==> config.mk <==
export PLATFORM = sky130hd
export DESIGN_NAME = pcdmux_top
export DESIGN_NICKNAME = d
export VERILOG_FILES = /design/src/pkg/pcdmux_pkg.sv /design/src/hdl/pcdmux_sync.sv /design/src/hdl/pcdmux_top.sv
export SDC_FILE = /design/constraint.sdc
export NUM_CORES = 1
export LEC_CHECK = 0
export BUFFER_PORTS_ARGS = -buffer_cell sky130_fd_sc_hd__buf_4
export CORE_MARGIN = 10
export CORE_UTILIZATION = 25
export CTS_CLUSTER_DIAMETER = 60
export CTS_CLUSTER_SIZE = 20
export DETAILED_ROUTE_END_ITERATION = 7
export SLEW_MARGIN = 20
export SYNTH_ARGS = -nofsm -noshare
export SYNTH_HDL_FRONTEND = slang
export SYNTH_SLANG_ARGS = --single-unit
==> constraint.sdc <==
create_clock -name sys_clk -period 2.14 [get_ports sys_clk]
set_clock_uncertainty 0.2 [all_clocks]
set_input_delay 0.107 -clock sys_clk [delete_from_list [all_inputs] [get_ports sys_clk]]
set_output_delay 0.107 -clock sys_clk [all_outputs]
set_load 0.01 [all_outputs]
==> src/pkg/pcdmux_pkg.sv <==
package pcdmux_pkg;
  // ------------------------------------------------------------
  // Pin function codes
  // ------------------------------------------------------------
  localparam logic [1:0] FN_MCU_IO = 2'h0;
  localparam logic [1:0] FN_MACROCELL = 2'h1;
  localparam logic [1:0] FN_LOGIC_IN = 2'h2;
  localparam logic [1:0] FN_DEDICATED = 2'h3;
  // ------------------------------------------------------------
  // Pin positions
  // ------------------------------------------------------------
  localparam int PC_TMS = 0;
  localparam int PC_TCK = 1;
  localparam int PC_STATUS = 3;
  localparam int PC_ERROR = 4;
  localparam int PC_TDI = 5;
  localparam int PC_TDO = 6;
  localparam int PC_BYTE_EN = 7;
  localparam int PD_ALS = 0;
  localparam int PD_LOGIC_CLOCK_IN = 1;
  localparam int PD_CSEL = 2;
  localparam int PC_WIDTH = 8;
  localparam int PD_WIDTH = 3;
  // ------------------------------------------------------------
  // Reset values
  // ------------------------------------------------------------
  localparam logic [7:0] RST_PC_OUT = 8'h00;
  localparam logic [2:0] RST_PD_OUT = 3'h0;
  localparam logic RST_CSEL_N = 1'b1;
endpackage

==> src/hdl/pcdmux_sync.sv <==
`timescale 1ns/1ps
`default_nettype none
// Two-stage synchroniser bank for pin inputs
module pcdmux_sync #(
  parameter int WIDTH = 8
) (
  input wire logic sys_clk,
  input wire logic rst,
  input wire logic clk_en,
  input wire logic [WIDTH-1:0] async_in,
  output logic [WIDTH-1:0] sync_out
);
  logic [WIDTH-1:0] stage1;

  always_ff @(posedge sys_clk) begin
    if (rst) begin
      stage1 <= '0;
      sync_out <= '0;
    end else if (clk_en) begin
      stage1 <= async_in;
      sync_out <= stage1;
    end
  end
endmodule
`default_nettype wire

==> src/hdl/pcdmux_top.sv <==
`timescale 1ns/1ps
`default_nettype none
// What this block does
// - Each port C pin picks MCU I/O, macrocell, logic input or dedicated
// - Test port maps bit0 TMS, 1 TCK, 3 status, 4 error, 5 TDI, 6 TDO
// - Test-port signals switch onto port C only when enabled
// - Each port C output is push-pull or open-drain
// - Port C bit 7 can be active-low byte enable input from host
// - Port D bit 0 can be the host address latch strobe input
// - Port D bit 1 can be the logic clock input for macrocells
// - Port D bit 2 chip select: low allows access, high disables memory
// - Port D pins can be MCU I/O, logic inputs, or chip-select outputs
// - Whole device programmable through test port without the host
// - Logic and configuration programmed only via test port, not host
module pcdmux_top (
  input wire logic sys_clk,
  input wire logic rst,
  input wire logic clk_en,
  // Port C pins
  input wire logic [7:0] portc_in,
  output logic [7:0] portc_out,
  output logic [7:0] portc_oe_n,
  // Port D pins
  input wire logic [2:0] portd_in,
  output logic [2:0] portd_out,
  output logic [2:0] portd_oe_n,
  // Per-pin configuration: function two bits per pin, open-drain one bit per port C pin
  input wire logic [15:0] portc_func,
  input wire logic [5:0] portd_func,
  input wire logic [7:0] portc_open_drain,
  input wire logic test_port_en,
  // General purpose port registers
  input wire logic [7:0] portc_data_out,
  input wire logic [7:0] portc_dir,
  input wire logic [2:0] portd_data_out,
  input wire logic [2:0] portd_dir,
  output logic [7:0] portc_data_in,
  output logic [2:0] portd_data_in,
  // Logic array side
  input wire logic [7:0] shared_macrocell_out,
  input wire logic [2:0] ext_chip_sel_out,
  output logic [7:0] portc_logic_in,
  output logic [2:0] portd_logic_in,
  // Test port side
  output logic test_tms,
  output logic test_tck,
  output logic test_tdi,
  input wire logic test_tdo,
  input wire logic prog_status_out,
  input wire logic prog_error_out,
  output logic prog_config_allow,
  // Host bus dedicated inputs
  output logic byte_enable_n,
  output logic address_latch_strobe,
  output logic logic_clock_in,
  output logic chip_sel_n,
  output logic memory_enable,
  output logic host_config_write_allow
);
  // ------------------------------------------------------------
  // Input synchronisers
  // ------------------------------------------------------------
  logic [7:0] pc_sync;
  logic [2:0] pd_sync;

  pcdmux_sync #(.WIDTH(8)) u_sync_c (
    .sys_clk(sys_clk),
    .rst(rst),
    .clk_en(clk_en),
    .async_in(portc_in),
    .sync_out(pc_sync)
  );

  pcdmux_sync #(.WIDTH(3)) u_sync_d (
    .sys_clk(sys_clk),
    .rst(rst),
    .clk_en(clk_en),
    .async_in(portd_in),
    .sync_out(pd_sync)
  );

  // ------------------------------------------------------------
  // Port C selection
  // ------------------------------------------------------------
  // Which pins the test port owns, and which of those it drives
  localparam logic [7:0] TEST_PINS = 8'h7b;
  localparam logic [7:0] TEST_OUTS = 8'h58;
  wire [7:0] test_own = test_port_en ? TEST_PINS : 8'h00;
  wire [7:0] test_val = {1'b0, test_tdo, 1'b0, prog_error_out,
                         prog_status_out, 3'h0};
  logic [7:0] next_pc_out;
  logic [7:0] next_pc_drive;

  genvar i;
  generate
    for (i = 0; i < 8; i++) begin : g_pc
      wire [1:0] fn = portc_func[2*i+1:2*i];
      wire ded = (fn == pcdmux_pkg::FN_DEDICATED);
      wire ded_drive = (i == pcdmux_pkg::PC_STATUS) ||
                       (i == pcdmux_pkg::PC_ERROR) ||
                       (i == pcdmux_pkg::PC_TDO);
      always_comb begin
        // Test port overrides every other choice on its pins
        if (test_own[i]) begin
          next_pc_out[i] = test_val[i];
          next_pc_drive[i] = TEST_OUTS[i];
        end else if (fn == pcdmux_pkg::FN_MACROCELL) begin
          next_pc_out[i] = shared_macrocell_out[i];
          next_pc_drive[i] = 1'b1;
        end else if (fn == pcdmux_pkg::FN_MCU_IO) begin
          next_pc_out[i] = portc_data_out[i];
          next_pc_drive[i] = portc_dir[i];
        end else begin
          // Logic input, or dedicated input such as byte enable
          next_pc_out[i] = 1'b0;
          next_pc_drive[i] = ded && ded_drive && test_port_en;
        end
      end
      // Open drain only pulls low; a high releases the pin
      always_ff @(posedge sys_clk) begin
        if (rst) begin
          portc_out[i] <= pcdmux_pkg::RST_PC_OUT[i];
          portc_oe_n[i] <= 1'b1;
        end else if (clk_en) begin
          portc_out[i] <= next_pc_out[i];
          portc_oe_n[i] <= !(next_pc_drive[i] &&
                             !(portc_open_drain[i] && next_pc_out[i]));
        end
      end
    end
  endgenerate

  // ------------------------------------------------------------
  // Port D selection
  // ------------------------------------------------------------
  generate
    for (i = 0; i < 3; i++) begin : g_pd
      wire [1:0] fn = portd_func[2*i+1:2*i];
      wire drv = (fn == pcdmux_pkg::FN_MACROCELL) ||
                 ((fn == pcdmux_pkg::FN_MCU_IO) && portd_dir[i]);
      wire val = (fn == pcdmux_pkg::FN_MACROCELL) ? ext_chip_sel_out[i]
                 : portd_data_out[i];
      always_ff @(posedge sys_clk) begin
        if (rst) begin
          portd_out[i] <= pcdmux_pkg::RST_PD_OUT[i];
          portd_oe_n[i] <= 1'b1;
        end else if (clk_en) begin
          portd_out[i] <= drv ? val : 1'b0;
          portd_oe_n[i] <= !drv;
        end
      end
    end
  endgenerate

  // ------------------------------------------------------------
  // Dedicated inputs and read-back
  // ------------------------------------------------------------
  wire [1:0] fn_be = portc_func[2*pcdmux_pkg::PC_BYTE_EN+1 -: 2];
  wire [1:0] fn_als = portd_func[2*pcdmux_pkg::PD_ALS+1 -: 2];
  wire [1:0] fn_clk = portd_func[2*pcdmux_pkg::PD_LOGIC_CLOCK_IN+1 -: 2];
  wire [1:0] fn_cs = portd_func[2*pcdmux_pkg::PD_CSEL+1 -: 2];
  wire be_sel = (fn_be == pcdmux_pkg::FN_DEDICATED);
  wire als_sel = (fn_als == pcdmux_pkg::FN_DEDICATED);
  wire clk_sel = (fn_clk == pcdmux_pkg::FN_DEDICATED);
  wire cs_sel = (fn_cs == pcdmux_pkg::FN_DEDICATED);
  wire next_cs_n = cs_sel ? pd_sync[pcdmux_pkg::PD_CSEL]
                   : pcdmux_pkg::RST_CSEL_N ^ 1'b1;

  always_ff @(posedge sys_clk) begin
    if (rst) begin
      byte_enable_n <= 1'b1;
      address_latch_strobe <= 1'b0;
      logic_clock_in <= 1'b0;
      chip_sel_n <= pcdmux_pkg::RST_CSEL_N;
      memory_enable <= 1'b0;
      test_tms <= 1'b0;
      test_tck <= 1'b0;
      test_tdi <= 1'b0;
      portc_data_in <= 8'h00;
      portd_data_in <= 3'h0;
      portc_logic_in <= 8'h00;
      portd_logic_in <= 3'h0;
    end else if (clk_en) begin
      // Idle high when not selected so no byte is qualified by accident
      byte_enable_n <= be_sel ? pc_sync[pcdmux_pkg::PC_BYTE_EN]
                       : 1'b1;
      address_latch_strobe <= als_sel & pd_sync[pcdmux_pkg::PD_ALS];
      // Sampled clock: only suits clock rates well below sys_clk
      logic_clock_in <= clk_sel & pd_sync[pcdmux_pkg::PD_LOGIC_CLOCK_IN];
      chip_sel_n <= next_cs_n;
      memory_enable <= !next_cs_n;
      test_tms <= test_port_en & pc_sync[pcdmux_pkg::PC_TMS];
      test_tck <= test_port_en & pc_sync[pcdmux_pkg::PC_TCK];
      test_tdi <= test_port_en & pc_sync[pcdmux_pkg::PC_TDI];
      portc_data_in <= pc_sync;
      portd_data_in <= pd_sync;
      portc_logic_in <= pc_sync;
      portd_logic_in <= pd_sync;
    end
  end

  // Programming of logic and configuration needs only the test port
  assign prog_config_allow = test_port_en;
  assign host_config_write_allow = 1'b0;
endmodule
`default_nettype wire

== Word-level counts from Yosys, hierarchy flattened ==
Index checks and enable logic that the tools add are counted.
Storage, ports and cells
  register bits after elaboration: 63
  input port bits: 81
  output and inout port bits: 54
  word-level logic and storage cells: 172
Cells by class
  eq/ne operators: 18
  mux-type cells: 57
  bitwise operators: 5
  reductions and logical operators: 56
Operator list (number)
  $mux W1: 56
  $eq A2 B1 Y1 const B: 11
  $logic_and A1 B1 Y1: 22
  $logic_not A2 Y1: 11
  $logic_not A1 Y1: 20
  $eq A2 B2 Y1 const B: 7
  $mux W7: 1
  $and A1 B1 Y1: 5
  $logic_or A1 B1 Y1: 3

== Longest topological paths before layout ==
Gate-level depths: netlist of run 1.
  depth in word-level cells: 8
  mapped depth: 5
  mapped depth without buffers: 3

== Hierarchy ==
Synthesis of run 1 repeated with hierarchy kept, for this count alone.
Unflattened totals
  cells, all modules: 293
  area, all modules: 2685.1 µm²
By module, submodules not included
  pcdmux_top: times used 1, cells an instance 222, area an instance 1890.6 µm², seq. area each 820.8 µm²
  pcdmux_sync (u_sync_c): times used 1, cells an instance 52, area an instance 580.6 µm², seq. area each 320.3 µm²
  pcdmux_sync (u_sync_d): times used 1, cells an instance 19, area an instance 214.0 µm², seq. area each 120.1 µm²

== Worst setup path before layout of run 1 ==
No wires, ideal clock.
  path kind: input to register
  start: input portc_func[4]
  end: register portc_oe_n[2]
  setup time: 129 ps
  arrival time: 896 ps
  data required time: 1811 ps
  setup slack: 915 ps
  stages on the path: 3
  path buffers: 0
  path through: mux2_2 -> a2111oi_0 -> o21bai_1
Between the ends
  word-level cells in the longest chain between the ends: 8
  elaborated cells between the ends (all ways): 12
  classes of those cells: eq/ne (1); mux (6); reduce/logical (5)
RTL lines
  start: declaration: RTL line pcdmux_top.sv:28  | input wire logic [15:0] portc_func,
  $logic_not A2 Y1: RTL line pcdmux_top.sv:110  | end else if (fn == pcdmux_pkg::FN_MCU_IO) begin
  $mux W1: RTL line pcdmux_top.sv:110
  $mux W1: RTL line pcdmux_top.sv:107  | end else if (fn == pcdmux_pkg::FN_MACROCELL) begin
  $mux W1: RTL line pcdmux_top.sv:104  | if (test_own[i]) begin
  $logic_and A1 B1 Y1: RTL line pcdmux_top.sv:127  | !(portc_open_drain[i] && next_pc_out[i]));
  $logic_not A1 Y1: RTL line pcdmux_top.sv:127
  $logic_and A1 B1 Y1 *: RTL line pcdmux_top.sv:126  | portc_oe_n[i] <= !(next_pc_drive[i] &&
  $logic_not A1 Y1 *: RTL line pcdmux_top.sv:126
  end signal: indexed assignment: RTL line pcdmux_top.sv:126
  end: declaration: RTL line pcdmux_top.sv:22  | output logic [7:0] portc_oe_n,
Mark *: on every way between the ends. The rest lies on a longest branch, timed or not.
A chain may end at the register's enable or synchronous reset.

==> summary.md, run 1 <==
| Metric | Value |
|---|---|
| Hold WC Path Type | `in2reg` |
| Total grt overflow | `0` |
| Most frequent cells in the layout | `buf_4, dlygate4sd3_1, dfxtp_1` |
| Yosys warns | `0` |
| Dpl ws | `0.611 ns` |
| XOR/XNOR Fraction of Synth Area | `0` |
| Cell Area, Synth | `2660 µm²` |
| VDD IR max | `300 µV` |
| Number of setup violations in the final report | `0` |
| Yosys top cell area share | `0.475` |
| Initial Utilization | `0.257` |
| Max Freq | `476 MHz` |
| Outcome | `finished clean` |
| GP Congestion | `~0.8` |
| Final min period | `2.10 ns` |
| First-pass GRT wire length | `~14000 µm` |
| Initial DRC Count | `116` |
| Clock-pin slew on the worst setup and hold paths | `0.07 ns` |
| Slew headroom | `0.597` |
| Rows | `37` |
| Maximum capacitance violations | `0` |
| Slew Viols, Final | `0` |
| Area Growth Syn to Fin | `73.8%` |
| Postcts setup bufs | `0` |
| First drt pass iteration count | `4` |
| Final nets | `561` |
| Setup ws final | `0.0376 ns` |
| Distinct cells, synth | `28` |
| Hold Fails Final Rpt | `0` |
| Required @ worst endpoint | `2.16 ns` |
| Pleak | `between 2 and 2.5 nW` |
| Critical path type | `in2reg` |
| Synth Instances | `293` |
| Critical Path End Type | `flip-flop` |
| Average size of a mapped cell | `9.06 µm²` |
| Unrepaired setup endpoints after global routing | `false` |
| Power Density | `around 580 nW/µm²` |
| Mux contribution to synthesized area | `0.157` |
| CTS tree | `done` |
| Final std cells w/o fill | `622` |
| Min Hold Slack | `0.0106 ns` |
| Ports | `135` |
| Synth area leader | `dfxtp_1` |
| Most common cell after layout, fill and taps aside | `buf_4` |
| Main synth FF type | `dfxtp_1` |
| Ys async rst share | `0` |
| Largest family of logic cells by synthesized area | `simple AND/OR/NAND/NOR gates` |
| CTS Root Cell | `clkbuf_8` |
| DR vias/cell | `between 4 and 5` |
| Post-synthesis compound-gate area fraction | `0.102` |
| Clk_lat worst skew | `around 0.33 ns` |
| Placeable core region | `slightly above 10000 µm²` |
| Net Count, Synth | `374` |
| Top Usage Layer GRT | `met2` |
| Layout cells sized above 1 | `0.346` |
| DIE WIDTH | `123 µm` |
| Port bufs | `133` |
| Worst Setup Start Kind | `input pin` |
| Die ar. | `15100 µm²` |
| Synth Area in Simple Gates | `0.196` |
| Post-route ant nets | `0` |
| # DRC | `0` |
| Register area share after synthesis | `0.475` |
| Routed vias | `2768` |
| Die height | `123 µm` |
| DR WL/cell | `~15 µm` |
| Met2 global-route usage | `0.191` |
| CTS Sinks | `63` |
| Dpl cells | `534` |
| GRT met1 Usage | `0.137` |
| Worst path arrival time | `2.12 ns` |
| Pin count of the biggest net entering global routing | `60` |
| Period utilization | `0.982` |
| # H-tree levels | `3` |
| Adder-cell share of the synthesized area | `0` |
| Synthesized flop and latch total | `63` |
| Worst-Margin Slew | `0.604 ns` |
| EDFF count, synth | `0` |
| Crit-path max FO | `16` |
| Via count of the first global-routing pass | `2917` |
| GRT Overall Usage | `0.116` |
| Deepest clock path buffer count | `2` |
| Total Routed Length | `approximately 9100 µm` |
| Dpl hpwl | `6200 µm` |
| Met3 Usage GRT | `0.0524` |
| Total negative setup slack | `0 ns` |
| Total power | `~0.0027 W` |
| Num CTS Buffers | `9` |
| Main area contributors after synthesis | `dfxtp_1, mux2i_1, nor2_1, buf_4, a21oi_1` |
| Antenna violations before repair | `1` |
cells by family (layout without fill, tap and decap cells):
group                  count (synthesis)  in the layout
and+or+nand+nor                      116            116
DFF                                   63             63
other                                  1              2
buffers and inverters                 33            225
muxes                                 41             41
AOI/OAI and AO/OA                     39             39
cell type report:
class	instances	area (µm²)
diodes	1	2.50
flip-flops and latches	63	1260
well taps	136	170
multi-input cells	197	1240
clock buffers	10	138
inverters	2	7.51
fillers	1006	5710
repair buffers	207	1750
clock inverters	6	45.0
timing repair:
action,in CTS,in global routing
endpoints found under the hold margin,45,0
gates resized for setup,0,14
setup endpoints to repair,0,10
hold buffers,71,0
per-layer routing:
metal / up-vias / wire, µm
met4: 0 / 19
met5: - / 0
met3: 2 / 856
met1: 1282 / 3860
li1: 1379 / -
met2: 105 / 4350
worst paths after layout:
path                                                         from  slack [ns]  cells after the start                    endpoint
worst min-delay path                                 portd_dir[2]        0.01                      4   portd_out[2]$_SDFFE_PP0P_
worst max-delay path                                       clk_en        0.04                      6  portc_oe_n[0]$_SDFFE_PP1P_
worst max register to register  u_sync_c.sync_out[0]$_SDFFE_PP0P_        0.74                      3       test_tms$_SDFFE_PP0P_
worst min register to register          portd_out[0]$_SDFFE_PP0P_        0.26                      2   portd_out[0]$_SDFFE_PP0P_
cell usage after synthesis, types with 2 or more instances:
cell type	n
dfxtp_1	63
nor2_1	62
mux2i_1	36
nand2_1	19
a21oi_1	16
buf_4	13
nand3_1	12
buf_2	9
nor3_1	9
clkbuf_1	8
o21bai_1	8
mux2_2	5
nand3b_1	5
a41oi_1	4
a211o_1	3
o311a_2	3
or4b_1	3
a2111oi_0	2
inv_1	2
nand4_1	2
o21ai_0	2
state kept, by name, indices dropped and copies added (netlist names), 8 cells and up:
name and count:
u_sync_c.stage1 8, portc_logic_in 8, u_sync_c.sync_out 8, portc_out 8, portc_oe_n 8
worst max-delay path: stages:
cell           delay, ns
dlygate4sd3_1       0.57
buf_8               0.18
or3b_1              0.43
nor3_2              0.20
a21oi_1             0.08
dlygate4sd3_1       0.55
where the power goes:
part | switching, W | internal, W | leakage (nW)
sequential | 0.0000271 | 0.00122 | 0.515
clock | 0.000478 | 0.000455 | 0.0849
combinational | 0.000188 | 0.000290 | 1.44
metrics by stage:
step           utilization  instance area (µm²)
2_1_floorplan            -                 2660
3_3_place_gp         0.355                 3670
3_5_place_dp         0.355                 3670
4_1_cts              0.442                 4560
5_1_grt              0.447                 4610
6_report             0.447                 4610
Note: power is estimated with default switching activity, not from simulation.
==> run 2, diff against run 1 <==
--- a/config.mk
+++ b/config.mk
@@ -11,6 +11,7 @@
 export CTS_CLUSTER_DIAMETER = 60
 export CTS_CLUSTER_SIZE = 20
 export DETAILED_ROUTE_END_ITERATION = 7
+export REMOVE_ABC_BUFFERS = 1
 export SLEW_MARGIN = 20
 export SYNTH_ARGS = -nofsm -noshare
 export SYNTH_HDL_FRONTEND = slang
==> summary.md, run 2 (synthesized netlist as in run 1, its figures left out) <==
| Metric | Value |
|---|---|
| Dpl hpwl | `6180 µm (-0.25%)` |
| Maximum capacitance violations | `0 (unchanged)` |
| Total Routed Length | `9070 µm (-0.24%)` |
| Crit-path max cell delay | `0.55 ns (-0.02 ns)` |
| Required @ worst endpoint | `2.15 ns (about the same)` |
| Setup crit start | `rst` |
| Power Density | `590 nW/µm² (+2.4%)` |
| Placeable core region | `10300 µm² (unchanged)` |
| Hold WC Path Type | `in2reg` |
| Final std cells w/o fill | `624 (+0.32%)` |
| Clock-pin slew on the worst setup and hold paths | `0.07 ns (about the same)` |
| Critical path type | `in2reg` |
| First-pass GRT wire length | `14400 µm (+0.67%)` |
| Combinational share of power | `0.176 (-0.004)` |
| Final nets | `564 (+0.53%)` |
| Total power | `0.00274 W (+3.0%)` |
| DIE WIDTH | `123 µm (unchanged)` |
| Num CTS Buffers | `9 (unchanged)` |
| Post-route ant nets | `0 (unchanged)` |
| Crit-path max FO | `25 (+9)` |
| Number of setup violations in the final report | `0 (unchanged)` |
| Sw frac | `0.240 (-0.0211)` |
| Initial Utilization | `0.257 (unchanged)` |
| GRT Overall Usage | `0.117 (+0.000690)` |
| Postcts setup bufs | `0 (unchanged)` |
| Slew headroom | `0.614 (+0.0169)` |
| Critical Path End Type | `flip-flop` |
| CP Capture Point | `portc_oe_n[5]$_SDFFE_PP1P_` |
| Layout cells sized above 1 | `0.340 (-0.00623)` |
| # H-tree levels | `3 (unchanged)` |
| Die ar. | `15100 µm² (unchanged)` |
| Clock share of power | `0.369 (+0.018)` |
| Period utilization | `0.999 (+0.0166)` |
| CTS tree | `done` |
| First drt pass iteration count | `4 (unchanged)` |
| VDD IR max | `350 µV (+17%)` |
| Most frequent cells in the layout | `buf_4, dlygate4sd3_1, dfxtp_1` |
| Antenna Cells | `0 (-1)` |
| DR vias/cell | `4.44 (-0.21%)` |
| Deepest clock path buffer count | `2 (unchanged)` |
| Max Freq | `468 MHz (-1.7%)` |
| CTS Sinks | `63 (unchanged)` |
| Min Hold Slack | `0.0235 ns (+0.0129 ns)` |
| Final min period | `2.14 ns (+0.0355 ns)` |
| Antenna violations before repair | `0 (-1)` |
| Outcome | `finished clean` |
| Worst Setup Start Kind | `input pin` |
| Reg2reg start | `u_sync_c.sync_out[7]$_SDFFE_PP0P_` |
| Unrepaired setup endpoints after global routing | `true` |
| Reg2Reg Capture Point | `byte_enable_n$_SDFFE_PP1P_` |
| P_int | `0.00208 W (+5.9%)` |
| Worst R2R Setup Slack | `0.63 ns (-0.11 ns)` |
| Port bufs | `133 (unchanged)` |
| # DRC | `0 (unchanged)` |
| Post-route cell area | `4640 µm² (+0.57%)` |
| Most frequent CP cell | `dlygate4sd3_1` |
| Crit path max-delay cell type | `dlygate4sd3_1` |
| Worst path arrival time | `2.15 ns (+0.03 ns)` |
| Dpl cells | `535 (+0.19%)` |
| Sw Pwr | `0.000656 W (-5.3%)` |
| Number of cells on the worst reg-to-reg path | `4 (+1)` |
| # fillers | `1001 (-0.50%)` |
| Via count of the first global-routing pass | `3010 (+3.2%)` |
| Hold Fails Final Rpt | `0 (unchanged)` |
| Hold path start | `portc_dir[7]` |
| Worst-Margin Slew | `0.578 ns (-0.0260 ns)` |
| Ports | `135 (unchanged)` |
| CP cell instances | `dlygate4sd3_1 -> buf_4 -> or3b_1 -> nor3_1 -> a21oi_1 -> dlygate4sd3_1` |
| Pleak | `2.08 nW (+2.4%)` |
| GP Congestion | `0.764 (-6.7%)` |
| Routed vias | `2771 (+0.11%)` |
| DP Area | `3680 µm² (+0.20%)` |
| DR WL/cell | `14.5 µm (-0.56%)` |
| Pin count of the biggest net entering global routing | `38 (-37%)` |
| Rows | `37 (unchanged)` |
| Most common cell after layout, fill and taps aside | `buf_4` |
| Sequential power share | `0.455 (-0.014)` |
| Clk_lat worst skew | `0.33 ns (about the same)` |
| Initial DRC Count | `98 (-16%)` |
| Die height | `123 µm (unchanged)` |
| Slew Viols, Final | `0 (unchanged)` |
| Area Growth Syn to Fin | `74.7%` |
| CTS Root Cell | `clkbuf_8` |
| Total grt overflow | `0 (unchanged)` |
run 2: changes by cell type in the layout (fill, tap and decap cells not counted), moves of 2 or more:
cell,change
buf_4,+3
clkbuf_1,+3
clkinvlp_4,-2
dlygate4sd3_1,+2
run 2: worst min path at each step:
stage / endpoint / cells past startpoint / slack, ns
2_1_floorplan: address_latch_strobe$_SDFFE_PP0P_ / 1 / -0.02
6_report: portc_oe_n[7]$_SDFFE_PP1P_ / 4 / 0.02
3_5_place_dp: u_sync_c.stage1[0]$_SDFFE_PP0P_ / 3 / 0.15
4_1_cts: portc_out[3]$_SDFFE_PP0P_ / 4 / 0.11
3_3_place_gp: u_sync_c.stage1[0]$_SDFFE_PP0P_ / 3 / 0.14
5_1_grt: portc_oe_n[7]$_SDFFE_PP1P_ / 4 / 0.03
run 2: per-stage QoR:
stage | util | TNS [ns] | setup slack, ns
final | 0.449 | 0 | 0.00211
after global routing | 0.449 | -0.0472 | -0.0472
after CTS | 0.448 | 0 | 0.000498
after detailed placement | 0.356 | 0 | 0.552
after global placement | 0.356 | 0 | 0.632
after floorplan | - | 0 | 0.915
run 2: worst max-delay path, delay by kind of cell:
kind	cells	cell delay [ns]
compound gates	1	0.09
buf+inv	3	1.31
simple gates	2	0.64
run 2: area by class of cell:
type,instances,area (µm²),area share
multi-input combinational,197,1240,0.268
timing repair buffer,210,1760,0.380
clock inverter,3,42.5,0.00917
tap,136,170,0.0367
inverter,2,7.51,0.00162
clock buffer,13,149,0.0321
sequential,63,1260,0.272
run 2: timing repair:
item	in CTS	in global routing
hold buffers	76	1
setup endpoints to repair	0	6
resized for setup	0	11
endpoints found under the hold margin	46	1
run 2: power by group through the flow:
stage | Sequential, W | Combinational [W] | Clock (W)
2_1_floorplan | 0.00128 | 0.000111 | 0
3_3_place_gp | 0.00127 | 0.000367 | 0
3_5_place_dp | 0.00127 | 0.000372 | 0
4_1_cts | 0.00125 | 0.000475 | 0.00106
5_1_grt | 0.00125 | 0.000523 | 0.00110
6_report | 0.00125 | 0.000481 | 0.00101
run 2: metal layers:
layer,up-vias,part of all wire,global-route usage
met5,-,0,0
met4,0,0.022,0.0473
met3,17,0.078,0.0438
met2,85,0.54,0.215
met1,1289,0.36,0.116
li1,1380,-,-
==> run 3, diff against run 2 <==
--- a/config.mk
+++ b/config.mk
@@ -5,6 +5,7 @@
 export SDC_FILE = /design/constraint.sdc
 export NUM_CORES = 1
 export LEC_CHECK = 0
+export ABC_AREA = 1
 export BUFFER_PORTS_ARGS = -buffer_cell sky130_fd_sc_hd__buf_4
 export CORE_MARGIN = 10
 export CORE_UTILIZATION = 25
@@ -12,7 +13,6 @@
 export CTS_CLUSTER_SIZE = 20
 export DETAILED_ROUTE_END_ITERATION = 7
 export REMOVE_ABC_BUFFERS = 1
-export SLEW_MARGIN = 20
 export SYNTH_ARGS = -nofsm -noshare
 export SYNTH_HDL_FRONTEND = slang
 export SYNTH_SLANG_ARGS = --single-unit
==> summary.md, run 3 <==
| Metric | Value |
|---|---|
| Routed vias | `3045 (+9.9%)` |
| Maximum capacitance violations | `0 (unchanged)` |
| Most common cell after layout, fill and taps aside | `buf_4` |
| Crit path max-delay cell type | `dlygate4sd3_1` |
| Reg2reg start | `u_sync_d.sync_out[1]$_SDFFE_PP0P_` |
| Synth Instances | `386 (+32%)` |
| Main area contributors after synthesis | `dfxtp_1, nand2_1, nor2_1, o21ai_0, a21oi_1` |
| Synth area leader | `dfxtp_1` |
| Deepest clock path buffer count | `2 (unchanged)` |
| GP Congestion | `0.822 (+7.7%)` |
| Most frequent cells in the layout | `buf_4, nand2_1, dlygate4sd3_1` |
| Reg2Reg Capture Point | `logic_clock_in$_SDFFE_PP0P_` |
| Hold Fails Final Rpt | `0 (unchanged)` |
| Slew Viols, Final | `0 (unchanged)` |
| Initial Utilization | `0.255 (-0.00210)` |
| Most frequent CP cell | `nand2_1` |
| DP Area | `3720 µm² (+1.2%)` |
| Layout cells sized above 1 | `0.274 (-0.0663)` |
| CTS tree | `done` |
| Clk_lat worst skew | `0.33 ns (about the same)` |
| Critical Path End Type | `flip-flop` |
| Final nets | `654 (+16%)` |
| Yosys warns | `0 (unchanged)` |
| Main synth FF type | `dfxtp_1` |
| Total negative setup slack | `0 ns (unchanged)` |
| Crit-path max FO | `1 (-96%)` |
| EDFF count, synth | `0 (unchanged)` |
| Distinct cells, synth | `23 (-18%)` |
| Antenna violations before repair | `1 (+1)` |
| Dpl hpwl | `6020 µm (-2.6%)` |
| # H-tree levels | `3 (unchanged)` |
| First-pass GRT wire length | `14600 µm (+1.9%)` |
| Via count of the first global-routing pass | `3084 (+2.5%)` |
| CTS Root Cell | `clkbuf_8` |
| Pleak | `2.20 nW (+5.8%)` |
| Total grt overflow | `0 (unchanged)` |
| Pin count of the biggest net entering global routing | `68 (+79%)` |
| Total Routed Length | `9030 µm (-0.41%)` |
| Sequential cell area | `1260 µm² (unchanged)` |
| Synth cell count leaders | `nand2_1, nor2_1, dfxtp_1` |
| Number of cells on the worst reg-to-reg path | `4 (unchanged)` |
| Cell family with most CP delay | `buffers and inverters` |
| Power Density | `599 nW/µm² (+1.5%)` |
| DR WL/cell | `12.6 µm (-13%)` |
| Yosys top cell area share | `0.456 (-0.0189)` |
| Area Growth Syn to Fin | `68.6%` |
| Ports | `135 (unchanged)` |
| CP cell instances | `dlygate4sd3_1 -> buf_4 -> nand2_1 -> dlygate4sd3_1 -> nand2_1 -> dlygate4sd3_1 -> nand2_1 -> nand2_1` |
| # fillers | `1123 (+12%)` |
| Worst-Margin Slew | `0.552 ns (-0.0261 ns)` |
| Port bufs | `133 (unchanged)` |
| Rows | `38 (+2.7%)` |
| Outcome | `finished clean` |
| Most frequent cell after synthesis | `nand2_1` |
| Average size of a mapped cell | `7.16 µm² (-21%)` |
| Setup crit start | `portc_open_drain[4]` |
| CP bufs+invs | `4 (+1)` |
| Worst path arrival time | `2.10 ns (-0.05 ns)` |
| DR vias/cell | `4.24 (-4.5%)` |
| Die ar. | `15700 µm² (+3.5%)` |
| Unrepaired setup endpoints after global routing | `false` |
| First drt pass iteration count | `5 (+1)` |
| Cell Area, Synth | `2770 µm² (+4.1%)` |
| Final min period | `2.07 ns (-0.0686 ns)` |
| CTS Sinks | `63 (unchanged)` |
| VDD IR max | `271 µV (-23%)` |
| Period utilization | `0.967 (-0.0320)` |
| Post-route cell area | `4660 µm² (+0.49%)` |
| # DRC | `0 (unchanged)` |
| Slew headroom | `0.632 (+0.0173)` |
| Synthesized flop and latch total | `63 (unchanged)` |
| Worst R2R Setup Slack | `0.20 ns (-0.43 ns)` |
| DIE WIDTH | `125 µm (+1.7%)` |
| Register area share after synthesis | `0.456 (-0.0189)` |
| Max Freq | `483 MHz (+3.3%)` |
| Area used by multi-input combinational logic | `1150 µm² (-7.8%)` |
| Die height | `125 µm (+1.7%)` |
| Critical path depth | `8 (+2)` |
| Hold WC Path Type | `in2reg` |
| Post-route ant nets | `0 (unchanged)` |
| Crit-path max cell delay | `0.56 ns (about the same)` |
| Placeable core region | `10800 µm² (+5.0%)` |
| GRT Overall Usage | `0.110 (-0.00655)` |
| Worst Setup Start Kind | `input pin` |
| Ys async rst share | `0 (unchanged)` |
| Critical path type | `in2reg` |
| Number of setup violations in the final report | `0 (unchanged)` |
| Num CTS Buffers | `9 (unchanged)` |
| Required @ worst endpoint | `2.17 ns (+0.02 ns)` |
| Initial DRC Count | `175 (+79%)` |
| Clock-pin slew on the worst setup and hold paths | `0.07 ns (about the same)` |
| Postcts setup bufs | `0 (unchanged)` |
| CP Capture Point | `portc_oe_n[4]$_SDFFE_PP1P_` |
## run 3: area by class of cell
cell class / count / share of cell area
repair buffers: 210 / 0.382
flip-flops and latches: 63 / 0.271
multi-input cells: 258 / 0.246
well taps: 140 / 0.0376
clock buffers: 11 / 0.0282
inverters: 31 / 0.0250
clock inverters: 4 / 0.0102
diodes: 1 / 0.000537
## run 3: worst min-delay path, cell delays in order
cell and delay, ns:
buf_4 0.09, inv_2 0.20, a21oi_1 0.18
## run 3: logic make-up after synthesis
kind of cell	count (synthesis)	synth area share
DFF	63	0.456
buffers and inverters	65	0.130
other	1	0.00136
AOI/OAI and AO/OA	78	0.150
and+or+nand+nor	179	0.262
## run 3: report_power, final
| group | internal [W] | total (W) | switching [W] | leakage (nW) |
|---|---|---|---|---|
| combinational | 0.000317 | 0.000553 | 0.000236 | 1.60 |
| sequential | 0.00124 | 0.00128 | 0.0000386 | 0.520 |
| clock | 0.000528 | 0.000958 | 0.000430 | 0.0892 |
| total | 0.00209 | 0.00279 | 0.000704 | 2.20 |
## run 3: through the flow
stage          setup WS, ns  cells  hold WS (ns)   util  power, W
2_1_floorplan          1.03    352       -0.0306      -   0.00147
5_1_grt             0.00633    718         0.136  0.430   0.00295
4_1_cts              0.0872    719        0.0976  0.431   0.00284
3_3_place_gp          0.736    627         0.136  0.343   0.00174
3_5_place_dp          0.684    627         0.139  0.343   0.00175
6_report             0.0707    718         0.109  0.430   0.00279
## run 3: how the worst min path moves through the flow
stage,to,depth (start not counted),start
after global placement,u_sync_c.stage1[3]$_SDFFE_PP0P_,3,portc_in[3]
after global routing,u_sync_c.sync_out[7]$_SDFFE_PP0P_,3,clk_en
final,u_sync_c.sync_out[7]$_SDFFE_PP0P_,3,clk_en
after CTS,portd_out[1]$_SDFFE_PP0P_,4,clk_en
after floorplan,portd_out[0]$_SDFFE_PP0P_,1,rst
after detailed placement,u_sync_c.stage1[5]$_SDFFE_PP0P_,3,portc_in[5]
## run 3: routing by layer
layer  GRT usage  wire [µm]  vias to the layer above
met1       0.120       3890                     1350
li1            -          -                     1588
met2       0.191       4350                       96
met4      0.0440        161                        0
met3      0.0401        623                       11
met5           0          0                        -
## run 3: what timing repair did
| action | 4_1_cts | 5_1_grt |
|---|---|---|
| hold endpoints to repair | 46 | 0 |
| resized for setup | 0 | 2 |
| hold buffers | 77 | 0 |
| setup endpoints to repair | 0 | 4 |
